`config.mk`:
```
export PLATFORM = sky130hd
export DESIGN_NAME = pmx_mode_xover_regs
export DESIGN_NICKNAME = d
export VERILOG_FILES = /design/src/hw/pmx_energy_timer.v /design/src/hw/pmx_mode_xover_regs.v
export VERILOG_INCLUDE_DIRS = /design/src /design/src/hw
export SDC_FILE = /design/constraint.sdc
export NUM_CORES = 1
export LEC_CHECK = 0
export BUFFER_PORTS_ARGS = -buffer_cell sky130_fd_sc_hd__buf_2
export CORE_MARGIN = 2
export CORE_UTILIZATION = 33
export CTS_CLUSTER_DIAMETER = 40
export DETAILED_ROUTE_END_ITERATION = 16
export GPL_TIMING_DRIVEN = 0
export HOLD_SLACK_MARGIN = 0.15
export PLACE_DENSITY = 0.49
export SLEW_MARGIN = 10
export SYNTH_ARGS = -nofsm -noshare
export SYNTH_HDL_FRONTEND = slang
export SYNTH_SLANG_ARGS = --single-unit
```
`constraint.sdc`:
```
create_clock -name clock_i -period 3.2 [get_ports clock_i]
set_clock_uncertainty 0.15 [all_clocks]
set_input_delay 0.16 -clock clock_i [delete_from_list [all_inputs] [get_ports clock_i]]
set_output_delay 0.16 -clock clock_i [all_outputs]
set_load 0.1 [all_outputs]
```
`src/hw/pmx_phy_regs.vh`:
```
// register offsets, field positions, reset values and timing for the phy mode/crossover registers
// assumes inclusion by design files only; definitions only
`ifndef PMX_PHY_REGS_VH
`define PMX_PHY_REGS_VH

`define PMX_ADDR_ENERGY_CTL 5'h11
`define PMX_ADDR_MODE_ADDR 5'h12
`define PMX_ADDR_XOVER_CTL 5'h1b

`define PMX_EDPD_BIT 13
`define PMX_ENERGY_BIT 1
`define PMX_MODE_HI 7
`define PMX_MODE_LO 5
`define PMX_PHY_ADDRESS_FIELD_HI 4
`define PMX_PHY_ADDRESS_FIELD_LO 0
`define PMX_XOVR_OVERRIDE_BIT 15
`define PMX_XOVR_AUTO_BIT 14
`define PMX_XOVR_STATE_BIT 13
`define PMX_PLL_FORCE_BIT 10
`define PMX_POL_BIT 4
`define PMX_SCRATCH_HI 3

`define PMX_MODE_RST 3'h7
`define PMX_PHY_ADDRESS_FIELD_RST 5'h01
`define PMX_RSVD_RD 4'h0

`define PMX_MODE_10HD 3'h0
`define PMX_MODE_10FD 3'h1
`define PMX_MODE_100HD 3'h2
`define PMX_MODE_100FD 3'h3
`define PMX_MODE_AN100HD 3'h4
`define PMX_MODE_REPEATER 3'h5
`define PMX_MODE_ALL 3'h7

`define PMX_ENERGY_WINDOW_MS 256
`define PMX_CLK_KHZ 20000

`endif

```
`src/hw/pmx_energy_timer.v`:
```
// energy-on window timer: counts a long idle window while no line energy is seen
// assumes energy_seen_i is synchronous; the window length is a parameter so sims can shorten it
module pmx_energy_timer #(
    parameter WINDOW_CYCLES = 5120000,
    parameter CW = 23
) (
    input wire clock_i,
    input wire rst_b_i,
    input wire energy_seen_i,
    output reg expired_o
);
    reg [CW-1:0] count_r;

    always @(posedge clock_i or negedge rst_b_i) begin
        if (!rst_b_i) begin
            count_r <= {CW{1'b0}};
            expired_o <= 1'b0;
        end else if (energy_seen_i) begin
            count_r <= {CW{1'b0}};
            expired_o <= 1'b0;
        end else if (count_r == WINDOW_CYCLES[CW-1:0] - 1'b1) begin
            // hold at the end so the pulse lasts while idle persists
            expired_o <= 1'b1;
        end else begin
            count_r <= count_r + 1'b1;
            expired_o <= 1'b0;
        end
    end
endmodule

```
`src/hw/pmx_mode_xover_regs.v`:
```
// phy vendor registers: energy-detect power-down, operating mode / address, crossover control
// assumes a management serial frame decoder outside presents one-cycle read/write strobes
// with a 5-bit phy address and 5-bit register address; all inputs synchronous to clock_i
`include "pmx_phy_regs.vh"

module pmx_mode_xover_regs #(
    parameter WINDOW_CYCLES = `PMX_ENERGY_WINDOW_MS * `PMX_CLK_KHZ
) (
    input wire clock_i,
    input wire rst_b_i,
    input wire soft_rst_i,
    input wire mgmt_wr_i,
    input wire mgmt_rd_i,
    input wire [4:0] mgmt_phy_addr_i,
    input wire [4:0] mgmt_reg_addr_i,
    input wire [15:0] mgmt_wdata_i,
    input wire line_energy_i,
    input wire polarity_reversed_i,
    input wire crossover_auto_strap_i,
    input wire neg_speed100_i,
    input wire neg_full_duplex_i,
    output reg [15:0] mgmt_rdata_o,
    output reg mgmt_rvalid_o,
    output reg mgmt_addr_hit_o,
    output reg energy_detect_powerdown_en_o,
    output reg line_energy_present_o,
    output reg [2:0] op_mode_o,
    output reg [4:0] phy_address_field_o,
    output reg speed100_o,
    output reg full_duplex_o,
    output reg autoneg_en_o,
    output reg [3:0] advert_abilities_o,
    output reg crs_on_tx_o,
    output reg crossover_auto_en_o,
    output reg pairs_swapped_o,
    output reg rx_pll_ref_lock_force_o,
    output reg tenbase_polarity_reversed_o
);
    reg edpd_r;
    reg energy_r;
    reg [2:0] mode_r;
    reg [4:0] phy_address_field_r;
    reg xovr_override_r;
    reg xovr_auto_r;
    reg xovr_state_r;
    reg pll_force_r;

    wire expired;
    wire addr_match;
    wire wr_hit;

    // phy address must match before any access is honoured
    assign addr_match = (mgmt_phy_addr_i == phy_address_field_r);
    assign wr_hit = mgmt_wr_i & addr_match;

    pmx_energy_timer #(
        .WINDOW_CYCLES(WINDOW_CYCLES),
        .CW(32)
    ) u_energy_timer (
        .clock_i(clock_i),
        .rst_b_i(rst_b_i),
        .energy_seen_i(line_energy_i),
        .expired_o(expired)
    );

    // software-reset domain: only edpd and crossover (non-retained) fields return to default
    always @(posedge clock_i or negedge rst_b_i) begin
        if (!rst_b_i) begin
            edpd_r <= 1'b0;
            xovr_override_r <= 1'b0;
            xovr_auto_r <= 1'b0;
            xovr_state_r <= 1'b0;
        end else if (soft_rst_i) begin
            edpd_r <= 1'b0;
            xovr_override_r <= 1'b0;
            xovr_auto_r <= 1'b0;
            xovr_state_r <= 1'b0;
        end else begin
            if (wr_hit && mgmt_reg_addr_i == `PMX_ADDR_ENERGY_CTL) begin
                // reserved bits are not stored; they read back as zero
                edpd_r <= mgmt_wdata_i[`PMX_EDPD_BIT];
            end else if (wr_hit && mgmt_reg_addr_i == `PMX_ADDR_XOVER_CTL) begin
                xovr_override_r <= mgmt_wdata_i[`PMX_XOVR_OVERRIDE_BIT];
                xovr_auto_r <= mgmt_wdata_i[`PMX_XOVR_AUTO_BIT];
                xovr_state_r <= mgmt_wdata_i[`PMX_XOVR_STATE_BIT];
            end
        end
    end

    // retained fields: only the hardware reset touches them
    always @(posedge clock_i or negedge rst_b_i) begin
        if (!rst_b_i) begin
            mode_r <= `PMX_MODE_RST;
            phy_address_field_r <= `PMX_PHY_ADDRESS_FIELD_RST;
            pll_force_r <= 1'b0;
            energy_r <= 1'b1;
        end else begin
            if (wr_hit && mgmt_reg_addr_i == `PMX_ADDR_MODE_ADDR) begin
                mode_r <= mgmt_wdata_i[`PMX_MODE_HI:`PMX_MODE_LO];
                phy_address_field_r <= mgmt_wdata_i[`PMX_PHY_ADDRESS_FIELD_HI:`PMX_PHY_ADDRESS_FIELD_LO];
            end
            if (wr_hit && mgmt_reg_addr_i == `PMX_ADDR_XOVER_CTL) begin
                pll_force_r <= mgmt_wdata_i[`PMX_PLL_FORCE_BIT];
            end
            // energy flag ignores software reset; fresh energy wins over the idle timeout
            if (line_energy_i) begin
                energy_r <= 1'b1;
            end else if (expired) begin
                energy_r <= 1'b0;
            end
        end
    end

    // register read-back and derived mode outputs
    always @(posedge clock_i or negedge rst_b_i) begin
        if (!rst_b_i) begin
            mgmt_rdata_o <= 16'h0000;
            mgmt_rvalid_o <= 1'b0;
            mgmt_addr_hit_o <= 1'b0;
            energy_detect_powerdown_en_o <= 1'b0;
            line_energy_present_o <= 1'b1;
            op_mode_o <= `PMX_MODE_RST;
            phy_address_field_o <= `PMX_PHY_ADDRESS_FIELD_RST;
            speed100_o <= 1'b0;
            full_duplex_o <= 1'b0;
            // reset mode is all-capable, so autoneg and the advertisement start out matching its decode
            autoneg_en_o <= 1'b1;
            advert_abilities_o <= 4'hf;
            crs_on_tx_o <= 1'b0;
            crossover_auto_en_o <= 1'b0;
            pairs_swapped_o <= 1'b0;
            rx_pll_ref_lock_force_o <= 1'b0;
            tenbase_polarity_reversed_o <= 1'b0;
        end else begin
            mgmt_rvalid_o <= mgmt_rd_i & addr_match;
            mgmt_addr_hit_o <= (mgmt_rd_i | mgmt_wr_i) & addr_match;
            mgmt_rdata_o <= 16'h0000;
            if (mgmt_rd_i && addr_match) begin
                if (mgmt_reg_addr_i == `PMX_ADDR_ENERGY_CTL) begin
                    mgmt_rdata_o[`PMX_EDPD_BIT] <= edpd_r;
                    mgmt_rdata_o[`PMX_ENERGY_BIT] <= energy_r;
                end else if (mgmt_reg_addr_i == `PMX_ADDR_MODE_ADDR) begin
                    mgmt_rdata_o[`PMX_MODE_HI:`PMX_MODE_LO] <= mode_r;
                    mgmt_rdata_o[`PMX_PHY_ADDRESS_FIELD_HI:`PMX_PHY_ADDRESS_FIELD_LO] <= phy_address_field_r;
                end else if (mgmt_reg_addr_i == `PMX_ADDR_XOVER_CTL) begin
                    mgmt_rdata_o[`PMX_XOVR_OVERRIDE_BIT] <= xovr_override_r;
                    mgmt_rdata_o[`PMX_XOVR_AUTO_BIT] <= xovr_auto_r;
                    mgmt_rdata_o[`PMX_XOVR_STATE_BIT] <= xovr_state_r;
                    mgmt_rdata_o[`PMX_PLL_FORCE_BIT] <= pll_force_r;
                    mgmt_rdata_o[`PMX_POL_BIT] <= polarity_reversed_i;
                    // low nibble has no storage, so writes cannot change it
                    mgmt_rdata_o[`PMX_SCRATCH_HI:0] <= `PMX_RSVD_RD;
                end
            end

            energy_detect_powerdown_en_o <= edpd_r;
            line_energy_present_o <= energy_r;
            op_mode_o <= mode_r;
            phy_address_field_o <= phy_address_field_r;
            rx_pll_ref_lock_force_o <= pll_force_r;
            tenbase_polarity_reversed_o <= polarity_reversed_i;

            // strap rules unless override is set; state bit only matters in manual mode
            if (xovr_override_r) begin
                crossover_auto_en_o <= xovr_auto_r;
                pairs_swapped_o <= ~xovr_auto_r & xovr_state_r;
            end else begin
                crossover_auto_en_o <= crossover_auto_strap_i;
                pairs_swapped_o <= 1'b0;
            end

            // mode 110 is not expected; it falls to the all-capable default
            case (mode_r)
                `PMX_MODE_10HD: begin
                    speed100_o <= 1'b0;
                    full_duplex_o <= 1'b0;
                    autoneg_en_o <= 1'b0;
                    advert_abilities_o <= 4'h0;
                    crs_on_tx_o <= 1'b1;
                end
                `PMX_MODE_10FD: begin
                    speed100_o <= 1'b0;
                    full_duplex_o <= 1'b1;
                    autoneg_en_o <= 1'b0;
                    advert_abilities_o <= 4'h0;
                    crs_on_tx_o <= 1'b0;
                end
                `PMX_MODE_100HD: begin
                    speed100_o <= 1'b1;
                    full_duplex_o <= 1'b0;
                    autoneg_en_o <= 1'b0;
                    advert_abilities_o <= 4'h0;
                    crs_on_tx_o <= 1'b1;
                end
                `PMX_MODE_100FD: begin
                    speed100_o <= 1'b1;
                    full_duplex_o <= 1'b1;
                    autoneg_en_o <= 1'b0;
                    advert_abilities_o <= 4'h0;
                    crs_on_tx_o <= 1'b0;
                end
                `PMX_MODE_AN100HD: begin
                    speed100_o <= 1'b1;
                    full_duplex_o <= 1'b0;
                    autoneg_en_o <= 1'b1;
                    advert_abilities_o <= 4'h4;
                    crs_on_tx_o <= 1'b1;
                end
                `PMX_MODE_REPEATER: begin
                    speed100_o <= 1'b1;
                    full_duplex_o <= 1'b0;
                    autoneg_en_o <= 1'b1;
                    advert_abilities_o <= 4'h4;
                    crs_on_tx_o <= 1'b0;
                end
                default: begin
                    speed100_o <= neg_speed100_i;
                    full_duplex_o <= neg_full_duplex_i;
                    autoneg_en_o <= 1'b1;
                    advert_abilities_o <= 4'hf;
                    crs_on_tx_o <= ~neg_full_duplex_i;
                end
            endcase
        end
    end
endmodule

```
After elaboration in Yosys (flattened, before gate mapping)
Cells that the tools add are included.

Bits in registers: 83. Output and inout bits: 40. Input bits: 36. Word-level logic and storage cells: 103.

Reductions and logical operators: 17. Bitwise gates (word level): 7. Eq/ne operators: 12. Mux-type cells: 40. $add $sub $neg: 1.

Operator list (number): $mux 32 (2); $add 32x1->32 const B (1); $eq 32x23->1 const B (1); $mux 1 (25); $eq 5x5->1 const B (3); $mux 3 (4); $reduce_or 4->1 (3); $mux 5 (2); $mux 8 (1); $pmux 4 s2 (1); $eq 3x2->1 const B (2); $eq 3x3->1 const B (2); $mux 6 (1); $pmux 1 s2 (3); $reduce_bool 2->1 (3); $reduce_or 2->1 (3); $reduce_or 3->1 (2); $eq 5x5->1 (1); $and 1x1->1 (4); $logic_and 1x1->1 (4); $ne 2x2->1 const B (2); $eq 3x1->1 const B (1); $logic_not 3->1 (1); $mux 2 (1); 3 further kinds (4).

Longest topological paths before layout
Depth after elaboration: 6. Depth in mapped cells: 8. Mapped depth without buffers: 6.

By module
Synthesis repeated with hierarchy kept, for this count alone.

Cell total of the unflattened synthesis: 319. Area total of the unflattened synthesis: 3621.0 µm².

Modules (own cells, without submodules): pmx_mode_xover_regs (sequential area each 1217.4 µm², cells an instance 141, area each 1878.1 µm², times used 1); pmx_energy_timer (sequential area each 825.8 µm², cells an instance 178, area each 1742.9 µm², times used 1).

Worst setup path after synthesis
OpenSTA, ideal clock, no wires.

Path type: register -> register. Start: register u_energy_timer.count_r[0]. End: register u_energy_timer.count_r[1]. Path buffers: 2. Setup slack: 941 ps. Setup time: 132 ps. Arrival: 1977 ps. Required time: 2918 ps. Cell stages (with the launch flop): 9. Cell sequence: dfrtp_1 -> ha_1 -> nand2_1 -> or4_4 -> nor3_4 -> buf_6 -> buf_12 -> mux2i_1 -> nor2_1.

Cells in the longest elaborated chain, start to end: 3. Elaborated cells between the ends (all ways): 5.

Ends and longest elaborated chain: from (decl) (line pmx_energy_timer.v:12) `reg [CW-1:0] count_r;`; from (signal assigned) (line pmx_energy_timer.v:16) `count_r <= {CW{1'b0}};`; from (signal assigned) (line pmx_energy_timer.v:19) `count_r <= {CW{1'b0}};`; from (signal assigned) (line pmx_energy_timer.v:25) `count_r <= count_r + 1'b1;`; $add 32x1->32 (line pmx_energy_timer.v:25); $mux 32 (line pmx_energy_timer.v:21) `end else if (count_r == WINDOW_CYCLES[CW-1:0] - 1'b1) begin`; $mux 32 (line pmx_energy_timer.v:18) `end else if (energy_seen_i) begin`.

Several ways; a longest one is shown, not always the timed one. The select of a mux whose other input is x is not followed. A chain may end at the register's enable or synchronous reset.

Worst setup path after layout
Start: input port mgmt_reg_addr_i[1]. End: register mgmt_rdata_o[4].

Cells in the longest elaborated chain, start to end: 5. Elaborated cells between the ends (all ways): 7.

Ends and longest elaborated chain: from (decl) (line pmx_mode_xover_regs.v:15) `input wire [4:0] mgmt_reg_addr_i,`; $eq 5x5->1 (no line); $mux 5 (line pmx_mode_xover_regs.v:145) `` end else if (mgmt_reg_addr_i == `PMX_ADDR_XOVER_CTL) begin ``; $mux 5 (line pmx_mode_xover_regs.v:142) `` end else if (mgmt_reg_addr_i == `PMX_ADDR_MODE_ADDR) begin ``; $mux 6 (*) (line pmx_mode_xover_regs.v:139) `` if (mgmt_reg_addr_i == `PMX_ADDR_ENERGY_CTL) begin ``; $mux 8 (*) (line pmx_mode_xover_regs.v:138) `if (mgmt_rd_i && addr_match) begin`; to (signal, indexed assignment) (line pmx_mode_xover_regs.v:140) `` mgmt_rdata_o[`PMX_EDPD_BIT] <= edpd_r; ``; to (signal, indexed assignment) (line pmx_mode_xover_regs.v:143) `` mgmt_rdata_o[`PMX_MODE_HI:`PMX_MODE_LO] <= mode_r; ``; to (signal, indexed assignment) (line pmx_mode_xover_regs.v:146) `` mgmt_rdata_o[`PMX_XOVR_OVERRIDE_BIT] <= xovr_override_r; ``; to (decl) (line pmx_mode_xover_regs.v:22) `output reg [15:0] mgmt_rdata_o,`.

Every way passes the cells marked *; elsewhere a longest branch is shown, timed or not.

==> run metrics <==
status=complete, no violations; Yosys cell types=46; xor and xnor area share after synthesis=0.05467; Hold WC Path Type=input pin to register; Total GRT Usage=0.1404; Critical Path AT=3.04 ns; Psw=0.5348 mW; grt ovf=0; setup ws final=0.2421 ns; largest net degree at the start of global routing=63; DR vias=about 2600; post-synthesis mux area share=0.04615; TritonCTS buffer count=9; CTS Sinks=81; Post-CTS Setup Bufs=0; Core Area=0.01037 sq mm; # IOs=76; Synth-to-Final Area Change=29.04%; CP required=3.28 ns; Synth Area in Adders=0.003550; Yosys top cell area share=0.4828; min Tclk post-route=2.958 ns; routability congestion estimate=0.7416; Int Pwr=1.386 mW; vias per cell=4.705; relative slew slack=0.3379; critical path launch point type=input pin; final worst-path cycle share=0.9244; FMAX=0.3381 GHz; layout cells sized above 1=0.2864; number of H-tree levels=3; first-pass GRT wire length=roughly 13000 um; largest family of logic cells by synthesized area=simple AND/OR/NAND/NOR gates; Setup CP Type=input pin to register; Post-synth EDFFs=0; maximum clock path buffer count=2; WL per Instance=13.65 um; Area after DPL=between 0.004 and 0.005 sq mm; ANT cells=0; register share of total power=0.542; Synth Area in Compound Gates=0.05538; power per cell area=422.3 mW/mm^2; count leader, synth=dfrtp_1; top cells by count, synth=dfrtp_1 (68), nor2_1 (36), xor2_1 (22), nand3_1 (18), nand2_1 (15); worst slew pin tran=0.9794 ns; Sw Share=0.2785; Synth Instances=310; mapped cell area=0.003525 sq mm; Setup TNS=0 ns; hpwl dp=5109 um; synth top area cells=dfrtp_1 (48%), dfstp_2 (9.7%), xor2_1 (5.5%), nor2_1 (3.8%), mux2_2 (2.9%); total routed wirelength=between 7000 and 8000 um; async set-reset flop share out of synthesis=1.000; pre-CTS WS=about 0.64 ns; final hold vios=0; RSZ-0062 raised after global routing=false; Die Y=107.3 um; Most used DFF post-synth=dfrtp_1; cell taking the most area after synthesis=dfrtp_1; Slew Limit Fails=0; Yosys reg bits=between 80 and 90; YS warnings=0; final setup fails=0; vias in the first global route=2666; CP Capture Type=register; PortBufs=between 60 and 70; Clock transition at path regs=0.09 ns; simple-gate area share of the yosys netlist=0.2229; MaxCap Viol Count=0; CTS tree=built; Seq/Total Area, Yosys=0.5797; Synth Area per Inst=11.37 sq um; Clk network pwr share=0.372; worst hold margin=0.1976 ns; worst skew pair latency=0.35 ns; Max rail drop VDD=193.5 uV; First-pass DRT Iterations=4; clk root buf=clkbuf_8; Nets=458; DRT iter0 DRCs=between 100 and 150; DRC=0; initial antenna violation count=0; LEAKAGE=2.142 nW; Finished Cell Area=0.004548 sq mm; post-route ant nets=0; utilization after layout=0.4386; row cnt=37; Starting Density=0.3399; Comb power frac=0.086; Critical Path Fanout Max=6; chip width=107.3 um; area of the die=0.01152 sq mm
area by class of cell:
type                       instances  area (sq um)
buffer                            18         113.9
clock buffer                       9         123.9
clock inverter                     7         57.56
fill                            1004          5822
inverter                           4         15.01
multi-input combinational        210          1364
sequential                        81          2043
tap                              136         170.2
timing repair buffer              97         660.6
cells by family after synthesis:
family / count (synthesis)
adders and majority gates: 1
and+or+nand+nor: 137
DFF: 81
AOI/OAI and AO/OA: 31
other: 1
muxes: 15
xor gates and xnor gates: 22
buffers and inverters: 22
cell usage in the layout (no fill, tap or decap), drive strengths merged, types with 8 or more instances in the layout:
master | Yosys | routed
nand3 | 19 | 19
and2 | 9 | 9
mux2 | 10 | 10
nor2 | 36 | 36
xor2 | 22 | 22
dfstp | 13 | 13
nand4 | 10 | 10
or4 | 9 | 9
inv | 4 | 10
dlygate4sd3 | 0 | 30
clkbuf | 9 | 18
a21oi | 10 | 10
nand2 | 15 | 15
dfrtp | 68 | 68
buf | 9 | 76
o21ai | 8 | 8
worst paths after layout:
path                                        start                          to  slack, ns  depth (start not counted)
max                            mgmt_reg_addr_i[1]             mgmt_rdata_o[4]       0.24                          6
min                                 line_energy_i    u_energy_timer.expired_o       0.20                          2
max reg2reg                phy_address_field_r[4]                xovr_state_r       0.55                          7
min reg2reg                             mode_r[0]                op_mode_o[0]       0.23                          0
max in group asynchronous                 rst_b_i  u_energy_timer.count_r[26]       1.71                          3
min in group asynchronous                 rst_b_i       advert_abilities_o[1]       0.26                          2
critical path, cell delays in order:
cell and delay (ns):
dlygate4sd3_1 0.53, buf_2 0.14, nor4b_1 0.85, dlygate4sd3_1 0.72
nor3_1 0.07, dlygate4sd3_1 0.57
repair_timing:
item                      4_1_cts  5_1_grt
hold endpoints to repair      102        0
resized for setup               0        0
hold buffers                   30        0
flip-flops by register name, summed over array words and instances (netlist names), 2 cells and up:
signal and flops:
mode_r 3, mgmt_rdata_o 12, op_mode_o 3, phy_address_field_r 5, phy_address_field_o 5, u_energy_timer.count_r 32, advert_abilities_o 2
layer usage:
| metal | wire (um) | GRT usage | vias up |
|---|---|---|---|
| met5 | 0 | 0 | - |
| met4 | 69 | 0.04945 | 0 |
| met2 | 3406 | 0.2193 | 68 |
| met3 | 444 | 0.02724 | 7 |
| li1 | - | - | 1311 |
| met1 | 3752 | 0.1949 | 1258 |
per-stage QoR:
stage / power [mW] / cells
finish: 1.920 / 562
global route: 2.015 / 562
CTS: 1.952 / 562
detailed placement: 1.206 / 516
global placement: 1.201 / 515
floorplan: 1.145 / 313
power by group through the flow:
stage,registers [mW],logic (mW),clock network (mW)
after CTS,1.04,0.169,0.742
after floorplan,1.10,0.0470,0
after global placement,1.06,0.140,0
after global routing,1.04,0.180,0.792
after detailed placement,1.06,0.145,0
final,1.04,0.166,0.713
Power figures use the tool's default switching activity.
